`config.mk`:
```
export PLATFORM = sky130hd
export DESIGN_NAME = badec_top
export DESIGN_NICKNAME = d
export VERILOG_FILES = /design/src/badec_pkg.sv /design/src/badec_adder.sv /design/src/badec_top.sv
export SDC_FILE = /design/constraint.sdc
export NUM_CORES = 1
export LEC_CHECK = 0
export BUFFER_PORTS_ARGS = -buffer_cell sky130_fd_sc_hd__buf_2
export CAP_MARGIN = 10
export CORE_ASPECT_RATIO = 1.75
export CORE_UTILIZATION = 42
export CTS_BUF_LIST = sky130_fd_sc_hd__clkbuf_16
export CTS_CLUSTER_DIAMETER = 100
export DETAILED_ROUTE_END_ITERATION = 6
export PLACE_DENSITY = 0.81
export SETUP_SLACK_MARGIN = 0.2
export SYNTH_ARGS = -nofsm -noshare
export SYNTH_HDL_FRONTEND = slang
export SYNTH_SLANG_ARGS = --single-unit
export TNS_END_PERCENT = 1
```
`constraint.sdc`:
```
create_clock -name mclk -period 2.75 [get_ports mclk]
set_input_delay 0.825 -clock mclk [delete_from_list [all_inputs] [get_ports mclk]]
set_output_delay 0.825 -clock mclk [all_outputs]
set_load 0.005 [all_outputs]
```
`src/badec_pkg.sv`:
```
// package for the byte alu op decoder: encodings, field layouts, flag bits, timing figures
// assumes nothing of its surroundings
package badec_pkg;
  localparam logic [2:0] REG_B = 3'h0;
  localparam logic [2:0] REG_C = 3'h1;
  localparam logic [2:0] REG_D = 3'h2;
  localparam logic [2:0] REG_E = 3'h3;
  localparam logic [2:0] REG_H = 3'h4;
  localparam logic [2:0] REG_L = 3'h5;
  localparam logic [2:0] REG_MEM = 3'h6;
  localparam logic [2:0] REG_A = 3'h7;
  localparam logic [1:0] PAIR_BC = 2'h0;
  localparam logic [1:0] PAIR_DE = 2'h1;
  localparam logic [1:0] PAIR_PTR = 2'h2;
  localparam logic [1:0] PAIR_TOP = 2'h3;
  localparam int FLAG_S = 7;
  localparam int FLAG_Z = 6;
  localparam int FLAG_H = 4;
  localparam int FLAG_PV = 2;
  localparam int FLAG_N = 1;
  localparam int FLAG_C = 0;
  localparam logic [1:0] TOP_ARITH = 2'h2;
  localparam logic [1:0] TOP_IMM = 2'h3;
  localparam logic [2:0] OP_ADD = 3'h0;
  localparam logic [2:0] OP_ADC = 3'h1;
  localparam logic [2:0] LOW_IMM = 3'h6;
  localparam logic [7:0] PREFIX_X = 8'hdd;
  localparam logic [7:0] PREFIX_Y = 8'hfd;
  localparam logic [4:0] STATES_REG = 5'h04;
  localparam logic [4:0] STATES_MEM = 5'h06;
  localparam logic [4:0] STATES_IDX = 5'h0e;
  localparam logic [1:0] BYTES_ONE = 2'h1;
  localparam logic [1:0] BYTES_TWO = 2'h2;
  localparam logic [1:0] BYTES_THREE = 2'h3;
  localparam logic [7:0] RST_STEP = 8'h08;
  typedef enum logic [3:0] {
    SEL_B, SEL_C, SEL_D, SEL_E, SEL_H, SEL_L, SEL_A, SEL_NONE,
    SEL_MEM_PTR, SEL_MEM_IDX, SEL_IMM
  } badec_src_t;
  typedef enum logic [2:0] {
    PR_BC, PR_DE, PR_POINTER_PAIR, PR_INDEX_REG_FIRST, PR_INDEX_REG_SECOND,
    PR_STACK_POINTER, PR_ACCUM_AND_FLAGS
  } badec_pair_t;
  // per-flag update control: keep, take computed value, force 1, force 0
  typedef enum logic [1:0] {FL_KEEP, FL_CALC, FL_SET, FL_CLR} badec_flctl_t;
  typedef struct packed {
    logic valid;
    logic is_adc;
    badec_src_t src;
    logic mem_read;
    logic use_index_y;
    logic [7:0] disp;
    logic [7:0] imm;
    logic [1:0] bytes;
    logic [4:0] states;
  } badec_dec_t;
  typedef struct packed {
    logic [7:0] result;
    logic [7:0] flags;
  } badec_res_t;
endpackage

```
`src/badec_adder.sv`:
```
// 8-bit adder with the flag computation for add and add-with-carry
// assumes operands are stable for the cycle; purely combinational
`timescale 1ns/1ps
`default_nettype none
module badec_adder (
  input wire logic [7:0] a,
  input wire logic [7:0] b,
  input wire logic cin,
  input wire logic [7:0] flags_in,
  output badec_pkg::badec_res_t res
);
  import badec_pkg::*;
  logic [4:0] low;
  logic [8:0] full;
  always_comb begin
    low = {1'b0, a[3:0]} + {1'b0, b[3:0]} + {4'h0, cin};
    full = {1'b0, a} + {1'b0, b} + {8'h00, cin};
    res.result = full[7:0];
    res.flags = flags_in;
    res.flags[FLAG_S] = full[7];
    res.flags[FLAG_Z] = (full[7:0] == 8'h00);
    res.flags[FLAG_H] = low[4];
    res.flags[FLAG_PV] = (a[7] == b[7]) && (full[7] != a[7]);
    res.flags[FLAG_N] = 1'b0;
    res.flags[FLAG_C] = full[8];
  end
endmodule
`default_nettype wire

```
`src/badec_top.sv`:
```
// byte alu op decoder: operand field decode plus the add / add-with-carry group
// assumes fetch presents one instruction byte per cycle with a strobe, and the
// datapath returns the memory operand byte with a strobe when asked
// Overview of operation
// - 3-bit register field: B,C,D,E,H,L,-,A; 110 selects no register.
// - pair field: BC, DE, pointer pair or index, stack pointer or accum/flags.
// - high/low half names access the upper/lower byte of the pair.
// - bit field selects bit 0..7 as its binary value.
// - condition field tests zero, carry, parity and sign, clear or set.
// - restart target is eight times the field value.
// - flags: S7 Z6 H4 PV2 N1 C0, each kept, computed, set or cleared.
// - add 10000rrr, adc 10001rrr; immediate 11000110/11001110 plus a data byte.
// - 4 states register, 6 memory or immediate, indexed 3 bytes 14 states.
// - index prefixes dd/fd, then opcode, then signed displacement.
// - adc adds incoming carry; overflow into PV; subtract flag cleared.
// - field 110 takes the byte at the pointer pair address as source.
`timescale 1ns/1ps
`default_nettype none
module badec_top (
  input wire logic mclk,
  input wire logic rst,
  input wire logic byte_valid,
  input wire logic [7:0] byte_data,
  input wire logic [2:0] reg_field,
  input wire logic [1:0] pair_field,
  input wire logic pair_push_pop,
  input wire logic pair_indexed,
  input wire logic pair_index_y,
  input wire logic [2:0] bit_field,
  input wire logic [2:0] cond_field,
  input wire logic [2:0] rst_field,
  input wire logic [7:0] flags_now,
  input wire logic [7:0] accum_now,
  input wire logic [7:0] src_reg_data,
  input wire logic mem_valid,
  input wire logic [7:0] mem_data,
  output badec_pkg::badec_src_t reg_sel,
  output badec_pkg::badec_pair_t pair_sel,
  output logic [7:0] bit_mask,
  output logic cond_true,
  output logic [7:0] rst_target,
  output badec_pkg::badec_dec_t dec,
  output logic need_byte,
  output logic mem_req,
  output logic [15:0] mem_offset,
  output logic accum_we,
  output logic [7:0] accum_wdata,
  output badec_pkg::badec_flctl_t [7:0] flag_ctl,
  output logic [7:0] flags_wdata
);
  import badec_pkg::*;

  function automatic badec_src_t map_reg(input logic [2:0] f);
    case (f)
      REG_B: map_reg = SEL_B;
      REG_C: map_reg = SEL_C;
      REG_D: map_reg = SEL_D;
      REG_E: map_reg = SEL_E;
      REG_H: map_reg = SEL_H; // upper byte of the pointer pair
      REG_L: map_reg = SEL_L;
      REG_A: map_reg = SEL_A;
      default: map_reg = SEL_NONE;
    endcase
  endfunction

  typedef enum logic [2:0] {
    ST_OP = 3'b000,
    ST_PFX = 3'b001,
    ST_DISP = 3'b011,
    ST_IMM = 3'b010,
    ST_MEM = 3'b110,
    ST_EXEC = 3'b111
  } badec_state_t;

  badec_state_t state;
  badec_state_t next_state;
  logic prefix_y;
  logic [7:0] operand;
  logic [7:0] src_byte;
  badec_res_t sum;
  logic is_arith;
  logic is_imm;

  // operand field decoders, combinational for the datapath
  always_comb begin
    reg_sel = map_reg(reg_field);
    case (pair_field)
      PAIR_BC: pair_sel = PR_BC;
      PAIR_DE: pair_sel = PR_DE;
      PAIR_PTR: pair_sel = !pair_indexed ? PR_POINTER_PAIR :
                           pair_index_y ? PR_INDEX_REG_SECOND : PR_INDEX_REG_FIRST;
      default: pair_sel = pair_push_pop ? PR_ACCUM_AND_FLAGS : PR_STACK_POINTER;
    endcase
    bit_mask = 8'h01 << bit_field;
    case (cond_field[2:1])
      2'h0: cond_true = flags_now[FLAG_Z] == cond_field[0];
      2'h1: cond_true = flags_now[FLAG_C] == cond_field[0];
      2'h2: cond_true = flags_now[FLAG_PV] == cond_field[0];
      default: cond_true = flags_now[FLAG_S] == cond_field[0];
    endcase
    rst_target = {5'h00, rst_field} * RST_STEP;
  end
  // the half select of a pair is the datapath's: SEL_H/SEL_L and index
  // halves are byte lanes [15:8] and [7:0] of the selected pair

  assign is_arith = byte_data[7:6] == TOP_ARITH &&
                    (byte_data[5:3] == OP_ADD || byte_data[5:3] == OP_ADC);
  assign is_imm = byte_data[7:6] == TOP_IMM && byte_data[2:0] == LOW_IMM &&
                  (byte_data[5:3] == OP_ADD || byte_data[5:3] == OP_ADC);

  always_comb begin
    next_state = state;
    case (state)
      ST_OP: begin
        if (byte_valid) begin
          if (byte_data == PREFIX_X || byte_data == PREFIX_Y) begin
            next_state = ST_PFX;
          end else if (is_imm) begin
            next_state = ST_IMM;
          end else if (is_arith && byte_data[2:0] == REG_MEM) begin
            next_state = ST_MEM;
          end else if (is_arith) begin
            next_state = ST_EXEC;
          end
        end
      end
      ST_PFX: begin
        if (byte_valid) begin
          // only the memory form is legal behind a prefix; otherwise drop it
          next_state = (is_arith && byte_data[2:0] == REG_MEM) ? ST_DISP : ST_OP;
        end
      end
      ST_DISP: if (byte_valid) next_state = ST_MEM;
      ST_IMM: if (byte_valid) next_state = ST_EXEC;
      ST_MEM: if (mem_valid) next_state = ST_EXEC;
      ST_EXEC: next_state = ST_OP;
      default: next_state = ST_OP;
    endcase
  end

  always_ff @(posedge mclk) begin
    if (rst) state <= ST_OP;
    else state <= next_state;
  end

  always_ff @(posedge mclk) begin
    if (rst) begin
      dec <= '0;
      prefix_y <= 1'b0;
    end else begin
      case (state)
        ST_OP: if (byte_valid) begin
          dec <= '0;
          prefix_y <= byte_data == PREFIX_Y;
          if (is_arith || is_imm) begin
            dec.is_adc <= byte_data[5:3] == OP_ADC;
            dec.bytes <= is_imm ? BYTES_TWO : BYTES_ONE;
            dec.states <= (is_imm || byte_data[2:0] == REG_MEM) ?
                          STATES_MEM : STATES_REG;
            dec.src <= is_imm ? SEL_IMM :
                       (byte_data[2:0] == REG_MEM) ? SEL_MEM_PTR : map_reg(byte_data[2:0]);
            dec.mem_read <= is_arith && byte_data[2:0] == REG_MEM;
          end
        end
        ST_PFX: if (byte_valid) begin
          dec.is_adc <= byte_data[5:3] == OP_ADC;
          dec.use_index_y <= prefix_y;
          dec.src <= SEL_MEM_IDX;
          dec.mem_read <= 1'b1;
          dec.bytes <= BYTES_THREE;
          dec.states <= STATES_IDX;
        end
        ST_DISP: if (byte_valid) dec.disp <= byte_data;
        ST_IMM: if (byte_valid) dec.imm <= byte_data;
        ST_EXEC: dec.valid <= 1'b1;
        default: dec.valid <= 1'b0;
      endcase
      if (state == ST_OP && byte_valid) dec.valid <= 1'b0;
    end
  end

  always_ff @(posedge mclk) begin
    if (rst) operand <= 8'h00;
    else if (state == ST_MEM && mem_valid) operand <= mem_data;
    else if (state == ST_IMM && byte_valid) operand <= byte_data;
  end

  assign need_byte = state == ST_OP || state == ST_PFX || state == ST_DISP || state == ST_IMM;
  assign mem_req = state == ST_MEM;
  // sign-extended displacement for the indexed address, zero for the pointer pair
  assign mem_offset = dec.src == SEL_MEM_IDX ? {{8{dec.disp[7]}}, dec.disp} : 16'h0000;
  assign src_byte = (dec.src == SEL_MEM_PTR || dec.src == SEL_MEM_IDX ||
                     dec.src == SEL_IMM) ? operand : src_reg_data;

  badec_adder u_adder (
    .a(accum_now),
    .b(src_byte),
    .cin(dec.is_adc & flags_now[FLAG_C]),
    .flags_in(flags_now),
    .res(sum)
  );

  // result and flags registered so they come from flip-flops
  always_ff @(posedge mclk) begin
    if (rst) begin
      accum_we <= 1'b0;
      accum_wdata <= 8'h00;
      flags_wdata <= 8'h00;
    end else begin
      accum_we <= state == ST_EXEC;
      if (state == ST_EXEC) begin
        accum_wdata <= sum.result;
        flags_wdata <= sum.flags;
      end
    end
  end

  // add group: S Z H C computed, PV overflow, N forced clear, bits 5 and 3 kept
  always_comb begin
    for (int i = 0; i < 8; i++) flag_ctl[i] = FL_KEEP;
    if (accum_we) begin
      flag_ctl[FLAG_S] = FL_CALC;
      flag_ctl[FLAG_Z] = FL_CALC;
      flag_ctl[FLAG_H] = FL_CALC;
      flag_ctl[FLAG_PV] = FL_CALC;
      flag_ctl[FLAG_N] = FL_CLR;
      flag_ctl[FLAG_C] = FL_CALC;
    end
  end
endmodule
`default_nettype wire

```
==> reports/qor.yml, run 1 <==
logic_synthesis:
  synthTopCellsByArea: "dfxtp_1 (33%), buf_4 (8.9%), nand2_1 (7.0%), a21oi_1 (4.3%), nor2_1 (3.4%)"
  yosys.area.top_type: "dfxtp_1"
  synth_top_cell_area_share_pct: 33.5
  avgSynthCellArea_um2: 8.10
  async_flop_share_pct: 0
  synth_ff_type: "dfxtp_1"
  syn_area_mm2: 0.00329
  ys_types: 64
  yosysSeqAreaShare_pct: 33.5
  synth_edf_count: 0
  synth_seq_cells: 55
  yosys_warnings: 0
  syn_inst: 406
layout:
  fin_cells: 620
  fin_nets: 602
  antenna_cells: 0
  layout_commonest_cell: "buf_2"
  layout_common_cells: "buf_2 (140), nand2_1 (61), dfxtp_1 (54)"
  drive_above_1_share_pct: 37.2
  fillers: 716
  syn2layout_area_growth_pct: 26.9
floorplan:
  core_area_mm2: 0.00757
  die_area_mm2: 0.00820
  placementRows: 42
  fp.dieW_um: 68.9
  die_h_um: 119
  initial_core_util_pct: 43.5
  pin_count: 167
global_route:
  grt_usage_pct: 22.0
  grt_max_degree: 22
  antenna_found_initial: 0
  grt_pass1_wl_um: 13600
  grt_overflow: 0
  grt_pass1_vias: 3075
pwr:
  vdd.ir_drop.worst_v: 0.000352
  leakagePower_nw: 1.97
  cellPowerDensity_mw_per_mm2: 494
routing:
  antenna_left: 0
  routed_via_density: 5.37
  vias: 3331
  routedWlPerCell_um: 14.5
  drc: 0
  drt_iter0_markers: 152
  firstDrtPassIters: 4
  postRouteWirelength_um: 8980
clock_tree:
  cts_sinks: 55
  cts_max_path_buffers: 2
  cts_inserted_buffers: 5
  insertion_delay_ns: 0.29
  clk_pin_slew_ns: 0.07
  cts_root_buf: "clkbuf_16"
  cts_tree: "yes"
  post_cts_buffers: 0
  htree_levels: 2
sta:
  holdWs_ns: 0.449
  hold_viol: 0
  slew_violations: 0
  setup_viol: 0
  rsz0062_at_grt: "yes"
  finalClockSkew_ns: 0.00620
  worst_slack_ns: 0.0877
  fin_crit_sh_pct: 96.8
  fin_crit_ns: 2.66
  fmaxAchievable_ghz: 0.376
worst_setup_path:
  critPathMaxFanout: 7
  end_kind: "flip-flop"
  cp_data_arrival_time_ns: 2.89
  worstSetupPathType: "flip-flop to flip-flop"
  start_kind: "flip-flop"
  cp.required_ns: 2.98
place:
  gp_congestion: 0.890
  dp.cells: 613
  pre_cts_slack_ns: -0.283
  port_buffers: 140
  dp_hpwl_um: 7130
hold_path:
  min_path_type: "flip-flop to flip-flop"
run_status:
  outcome: "complete, no violations"
job:
  cap_violations: 0
-- report_power, final --
group,internal (mW),switching (mW),total (mW)
clock network,0.425,0.285,0.710
registers,0.820,0.0234,0.843
logic,0.238,0.271,0.509
-- per-layer routing --
layer	vias to the layer above	part of all wire, %	track usage [%]
met4	0	3.2	11.4
met1	1536	36	21.8
met2	153	55	41.1
met3	24	6.1	3.35
li1	1618	-	-
met5	-	0	0
-- critical path, stage by stage (launching register included) --
cell	delay (ns)
dfxtp_2	0.34
nand2_1	0.05
nand3b_1	0.11
buf_6	0.13
buf_6	0.13
mux2_2	0.35
ha_1	0.30
a211oi_1	0.07
buf_4	0.15
or4b_4	0.52
o2111ai_2	0.12
buf_4	0.14
nand2_1	0.05
a21oi_1	0.13
-- what timing repair did --
item | CTS | global route
endpoints found under the setup margin | 24 | 24
hold endpoints to repair | 0 | 0
pin swaps | 3 | 0
gates resized for setup | 8 | 5
hold buffers | 0 | 0
-- sequential cells by signal (all words and copies together) (netlist names) --
signal and count:
accum_wdata 8, state 3, accum_we 1, flags_wdata 6, prefix_y 1, dec 28
operand 8
-- cell families (layout without fill, tap and decap cells) --
group,Yosys count,after routing,synth area share (%)
compound gates,95,95,19.6
simple gates,160,160,25.2
flops,55,55,33.5
fa+ha+maj,9,9,3.88
other cells,1,18,0.114
xor+xnor,5,5,1.33
mux,10,10,3.73
buf+inv,71,180,12.7
-- final cells by class --
cell class,instances,area (um2),area share [%]
repair buffers,162,873,20.9
inverters,11,41.3,0.989
multi-input cells,297,1880,45.1
flip-flops and latches,55,1100,26.4
clock buffers,5,125,3.00
clock inverters,2,37.5,0.899
well taps,88,110,2.64
-- Yosys cell counts (5+ instances only) --
| master | instances |
|---|---|
| o21ai_1 | 7 |
| clkbuf_1 | 16 |
| a31oi_1 | 11 |
| dfxtp_1 | 55 |
| ha_1 | 7 |
| a22oi_1 | 9 |
| mux2_2 | 8 |
| nor2b_1 | 9 |
| nor2_1 | 30 |
| nand2_1 | 61 |
| a211oi_1 | 6 |
| nand3_1 | 6 |
| a21oi_1 | 28 |
| nor3b_1 | 6 |
| buf_4 | 39 |
| nor3_1 | 5 |
| and2_1 | 12 |
| inv_1 | 9 |
-- worst paths after layout --
| kind | startpoint | to | slack [ns] | depth (start not counted) |
|---|---|---|---|---|
| max | dec[25]$_SDFFE_PP0P_ | accum_wdata[5]$_SDFFE_PP0P_ | 0.09 | 13 |
| min | flags_wdata[3]$_SDFFE_PP0P_ | flags_wdata[3]$_SDFFE_PP0P_ | 0.45 | 2 |
| max reg2reg | dec[25]$_SDFFE_PP0P_ | accum_wdata[5]$_SDFFE_PP0P_ | 0.09 | 13 |
| min reg2reg | flags_wdata[3]$_SDFFE_PP0P_ | flags_wdata[3]$_SDFFE_PP0P_ | 0.45 | 2 |
-- stage by stage --
step           power (mW)  setup TNS [ns]  util, %  instance area [um2]
2_1_floorplan        1.17          -0.134        -                 3360
4_1_cts              2.06               0     54.8                 4150
3_3_place_gp         1.33          -0.565     52.3                 3960
3_5_place_dp         1.34          -0.921     52.3                 3960
6_report             2.06               0     55.2                 4170
5_1_grt              2.16               0     55.2                 4170
Note: power is estimated with default switching activity, not from simulation.
==> inputs of run 2 (changes only) <==
--- a/config.mk
+++ b/config.mk
@@ -5,6 +5,7 @@
 export SDC_FILE = /design/constraint.sdc
 export NUM_CORES = 1
 export LEC_CHECK = 0
+export ABC_AREA = 1
 export BUFFER_PORTS_ARGS = -buffer_cell sky130_fd_sc_hd__buf_2
 export CAP_MARGIN = 10
 export CORE_ASPECT_RATIO = 1.75
@@ -12,7 +13,7 @@
 export CTS_BUF_LIST = sky130_fd_sc_hd__clkbuf_16
 export CTS_CLUSTER_DIAMETER = 100
 export DETAILED_ROUTE_END_ITERATION = 6
-export PLACE_DENSITY = 0.81
+export PLACE_DENSITY = 0.8
 export SETUP_SLACK_MARGIN = 0.2
 export SYNTH_ARGS = -nofsm -noshare
 export SYNTH_HDL_FRONTEND = slang
==> reports/qor.yml, run 2 <==
clock_tree:
  clk_pin_slew_ns: 0.07
  insertion_delay_ns: 0.29
  htree_levels: 2
  cts_max_path_buffers: 2
  cts_inserted_buffers: 5
  cts_root_buf: "clkbuf_16"
  cts_sinks: 55
  cts_tree: "yes"
  post_cts_buffers: 0
worst_setup_path:
  end_kind: "output port"
  worstSetupPathType: "input pin to output port"
  critPathMaxFanout: 3
  cp.required_ns: 1.93
  start_kind: "input pin"
  cp_data_arrival_time_ns: 1.59
logic_synthesis:
  synth_edf_count: 0
  synth_top_cell_area_share_pct: 32.7
  synthXorXnorAreaFrac_pct: 0.520
  yosysSeqAreaShare_pct: 32.7
  synth-adder-area-share_pct: 3.79
  syn_inst: 478
  async_flop_share_pct: 0
  synth_top_family_by_area: "simple AND/OR/NAND/NOR gates"
  avgSynthCellArea_um2: 7.05
  yosysMostFrequentCell: "nand2_1"
  ys_types: 44
  yosys.area.top_type: "dfxtp_1"
  synth_seq_cells: 55
  yosys.area_share.simple_pct: 28.2
  synth_ff_type: "dfxtp_1"
  synthMuxAreaShare_pct: 2.34
  yosys-top-cells-count: "nand2_1 (107), dfxtp_1 (55), inv_1 (55), nor2_1 (39), buf_4 (38)"
  syn_area_mm2: 0.00337
  synth_compound_area_share_pct: 13.8
  yosys_warnings: 0
  synthTopCellsByArea: "dfxtp_1 (33%), nand2_1 (12%), buf_4 (8.5%), inv_1 (6.1%), a21oi_1 (5.0%)"
layout:
  layout_common_cells: "buf_2 (140), nand2_1 (105), inv_1 (55)"
  antenna_cells: 0
  largest_reg_flops: 28
  reg_top3: "dec (28), accum_wdata (8), operand (8)"
  fin_cells: 684
  drive_above_1_share_pct: 33.4
  top_register: "dec"
  fin_nets: 666
  layout_commonest_cell: "buf_2"
  syn2layout_area_growth_pct: 21.2
  fin_util_pct: 53.2
sta:
  slew_violations: 0
  fin_crit_sh_pct: 87.7
  holdWs_ns: 0.463
  hold_viol: 0
  fin_crit_ns: 2.41
  slew_headroom_pct: 65.7
  final.setup.tns_ns: 0
  rsz0062_at_grt: "no"
  tightest_slew_ns: 0.513
  finalClockSkew_ns: 0.00752
  setup_viol: 0
  fmaxAchievable_ghz: 0.415
pwr:
  p_int_mw: 1.43
  switching_share_pct: 34.2
  power.switching_uw: 741
  combPwrFrac_pct: 29.3
  pwr-share-seq_pct: 42.0
  vdd.ir_drop.worst_v: 0.000343
  pwr-share-clk_pct: 28.7
  leakagePower_nw: 2.16
  power_mw: 2.17
  cellPowerDensity_mw_per_mm2: 531
global_route:
  grt_pass1_wl_um: 15000
  grt.busiest_layer: "met2"
  grt_usage_pct: 22.4
  antenna_found_initial: 0
  met3_usage_pct: 3.67
  met2_usage_pct: 44.8
  grt_overflow: 0
  gr-usage-met1_pct: 21.8
  grt_pass1_vias: 3304
  grt_max_degree: 42
place:
  dp.cells: 677
  dp_hpwl_um: 7510
  port_buffers: 140
  gp_congestion: 0.867
routing:
  antenna_left: 0
  drc: 0
  routedWlPerCell_um: 13.5
  vias: 3465
  postRouteWirelength_um: 9240
  drt_iter0_markers: 206
  firstDrtPassIters: 5
  routed_via_density: 5.07
floorplan:
  pin_count: 167
  die_area_mm2: 0.00840
  core_area_mm2: 0.00767
  fp.dieW_um: 69.7
  initial_core_util_pct: 43.9
  die_h_um: 121
  placementRows: 42
job:
  cap_violations: 0
hold_path:
  min_path_type: "flip-flop to flip-flop"
run_status:
  outcome: "complete, no violations"
## run 2: cell types whose count changed after synthesis, moves of 12 or more
cell,delta
nand2_1,+46
inv_1,+46
o21ai_0,+14
and2_1,-12
nand3_1,+23
## run 2: metrics by stage
step	cell area, um2	setup slack, ns
2_1_floorplan	3430	0.305
3_3_place_gp	3920	0.108
3_5_place_dp	3920	0.0588
4_1_cts	4060	0.263
5_1_grt	4080	0.208
6_report	4080	0.338
## run 2: power groups by stage
stage	logic (mW)	clock network (mW)	registers, mW
2_1_floorplan	0.454	0	0.910
3_3_place_gp	0.603	0	0.923
3_5_place_dp	0.619	0	0.926
4_1_cts	0.624	0.631	0.908
5_1_grt	0.715	0.663	0.918
6_report	0.636	0.622	0.909
## run 2: kinds of logic (layout without fill, tap and decap cells)
family	count (synthesis)	count (layout)
flops	55	55
other cells	1	18
buf+inv	117	218
mux	7	7
fa+ha+maj	9	9
simple gates	206	206
compound gates	81	81
xor+xnor	2	2
## run 2: cell type report
class / count / area (um2)
flip-flops and latches: 55 / 1100
repair buffers: 145 / 738
clock inverters: 2 / 13.8
multi-input cells: 323 / 1730
well taps: 88 / 110
clock buffers: 5 / 125
fillers: 763 / 3590
inverters: 66 / 265
## run 2: final timing paths
path | from | to | slack, ns | depth (start not counted)
setup / recovery | cond_field[1] | cond_true | 0.34 | 6
setup reg to reg | dec[28]$_SDFFE_PP0P_ | flags_wdata[6]$_SDFFE_PP0P_ | 0.39 | 14
hold / removal | dec[3]$_SDFFE_PP0P_ | dec[3]$_SDFFE_PP0P_ | 0.46 | 2
hold reg to reg | dec[3]$_SDFFE_PP0P_ | dec[3]$_SDFFE_PP0P_ | 0.46 | 2
## run 2: repair_timing
| item | in CTS | in global routing |
|---|---|---|
| gates resized for setup | 0 | 11 |
| setup endpoints to repair | 0 | 7 |
| hold buffers | 0 | 0 |
## run 2: worst max-delay path, stage by stage
cell	delay (ns)
buf_2	0.11
inv_1	0.06
nor2_1	0.04
o32a_1	0.29
xor2_1	0.14
buf_2	0.12
## run 2: per-layer routing
| layer | up-vias | wire, um | part of all wire [%] |
|---|---|---|---|
| met1 | 1546 | 3270 | 35 |
| met3 | 30 | 550 | 6.0 |
| met4 | 0 | 354 | 3.8 |
| li1 | 1716 | - | - |
| met5 | - | 0 | 0 |
| met2 | 173 | 5070 | 55 |
==> inputs of run 3 (changes only) <==
--- a/config.mk
+++ b/config.mk
@@ -14,6 +14,7 @@
 export CTS_CLUSTER_DIAMETER = 100
 export DETAILED_ROUTE_END_ITERATION = 6
 export PLACE_DENSITY = 0.8
+export REMOVE_ABC_BUFFERS = 1
 export SETUP_SLACK_MARGIN = 0.2
 export SYNTH_ARGS = -nofsm -noshare
 export SYNTH_HDL_FRONTEND = slang
==> reports/qor.yml, run 3 (synthesis results as in run 2) <==
routing:
  postRouteWirelength_um: 8900
  firstDrtPassIters: 4
  drc: 0
  vias: 3400
  routedWlPerCell_um: 13.0
  routed_via_density: 4.97
  drt_iter0_markers: 153
  antenna_left: 0
worst_setup_path:
  reg2reg_to: "flags_wdata[6]$_SDFFE_PP0P_"
  ff2ff_path_depth: 13
  rrSetupSlack_ns: 0.38
  end_kind: "output port"
  start_kind: "input pin"
  critPathMaxFanout: 3
  worstSetupStartpoint: "cond_field[1]"
  worstSetupPathType: "input pin to output port"
  cp_data_arrival_time_ns: 1.59
  crit_end: "cond_true"
  cp.required_ns: 1.93
  reg2reg_from: "dec[28]$_SDFFE_PP0P_"
pwr:
  switching_share_pct: 32.3
  cellPowerDensity_mw_per_mm2: 548
  combPwrFrac_pct: 28.0
  pwr-share-seq_pct: 40.2
  p_int_mw: 1.53
  pwr-share-clk_pct: 31.8
  leakagePower_nw: 2.17
  vdd.ir_drop.worst_v: 0.000471
  power.switching_uw: 730
sta:
  finalClockSkew_ns: 0.00757
  hold_viol: 0
  fin_crit_ns: 2.41
  setup_viol: 0
  fmaxAchievable_ghz: 0.414
  slew_headroom_pct: 63.5
  fin_crit_sh_pct: 87.8
  tightest_slew_ns: 0.546
  rsz0062_at_grt: "no"
  slew_violations: 0
  final.setup.tns_ns: 0
layout:
  fin_cells: 684
  syn2layout_area_growth_pct: 22.3
  layout_common_cells: "buf_2 (140), nand2_1 (106), inv_1 (54)"
  top_register: "dec"
  fin_nets: 665
  reg_top3: "dec (28), accum_wdata (8), operand (8)"
  drive_above_1_share_pct: 33.7
  layout_commonest_cell: "buf_2"
  largest_reg_flops: 28
  antenna_cells: 0
global_route:
  grt_overflow: 0
  grt_usage_pct: 21.1
  grt_pass1_wl_um: 14100
  grt_pass1_vias: 3117
  antenna_found_initial: 0
  grt_max_degree: 42
floorplan:
  pin_count: 167
  placementRows: 42
  die_area_mm2: 0.00840
  fp.dieW_um: 69.7
  core_area_mm2: 0.00767
  die_h_um: 121
  initial_core_util_pct: 43.9
place:
  dp_hpwl_um: 7110
  port_buffers: 140
  gp_congestion: 0.870
  dp.cells: 675
clock_tree:
  cts_inserted_buffers: 5
  cts_tree: "yes"
  htree_levels: 2
  insertion_delay_ns: 0.29
  clk_pin_slew_ns: 0.07
  cts_sinks: 55
  cts_root_buf: "clkbuf_16"
  cts_max_path_buffers: 2
run_status:
  outcome: "complete, no violations"
hold_path:
  hp-start: "dec[23]$_SDFFE_PP0P_"
  min_path_type: "flip-flop to flip-flop"
job:
  cap_violations: 0
-- run 3: changes by cell type in the layout (fill, tap and decap cells not counted), sizes merged --
cell / change
buf: -1
bufinv: +1
-- run 3: worst min-delay path by stage --
stage               slack [ns]                     endpoint  depth (start not counted)
floorplan                 0.44      operand[0]$_SDFFE_PP0P_                          2
global placement          0.46          dec[5]$_SDFFE_PP0P_                          2
detailed placement        0.46         dec[14]$_SDFFE_PP0P_                          2
CTS                       0.47         dec[14]$_SDFFE_PP0P_                          2
global route              0.49  accum_wdata[0]$_SDFFE_PP0P_                          2
finish                    0.47         dec[23]$_SDFFE_PP0P_                          2
-- run 3: repair_timing --
action	4_1_cts	5_1_grt
pin swaps	0	4
hold buffers	0	0
resized for setup	0	13
buffers inserted	0	1
endpoints found under the setup margin	1	15
-- run 3: worst max-delay path, cell delays in order --
cell    delay (ns)
buf_2         0.11
inv_1         0.07
nor2_1        0.04
o32a_1        0.28
xor2_1        0.14
buf_2         0.12
-- run 3: layout make-up --
| class | count | area (um2) |
|---|---|---|
| Clock inverter | 3 | 43.8 |
| Multi-Input combinational cell | 323 | 1740 |
| Tap cell | 88 | 110 |
| Inverter | 66 | 265 |
| Clock buffer | 5 | 125 |
| Fill cell | 754 | 3550 |
| Timing Repair Buffer | 144 | 731 |
| Sequential cell | 55 | 1100 |
-- run 3: stage by stage --
stage	hold slack [ns]	power [mW]	area (um2)	utilization, %	setup WS [ns]
final	0.468	2.26	4120	53.7	0.337
after global routing	0.485	2.40	4120	53.7	0.217
after floorplan	0.440	1.32	3070	-	0.318
after global placement	0.455	1.52	3910	50.9	0.0693
after detailed placement	0.457	1.53	3910	50.9	0.0775
after CTS	0.469	2.26	4070	53.1	0.186
-- run 3: power by group through the flow --
stage | Combinational (mW) | Sequential [mW] | Clock (mW)
finish | 0.633 | 0.907 | 0.718
global placement | 0.597 | 0.924 | 0
global route | 0.719 | 0.914 | 0.768
CTS | 0.614 | 0.906 | 0.737
floorplan | 0.397 | 0.920 | 0
detailed placement | 0.610 | 0.924 | 0
-- run 3: routing by layer --
metal	up-vias	track usage (%)	part of all wire, %
met5	-	0	0
met2	119	40.8	53
li1	1719	-	-
met4	0	9.25	3.2
met1	1542	21.6	38
met3	20	3.75	5.1
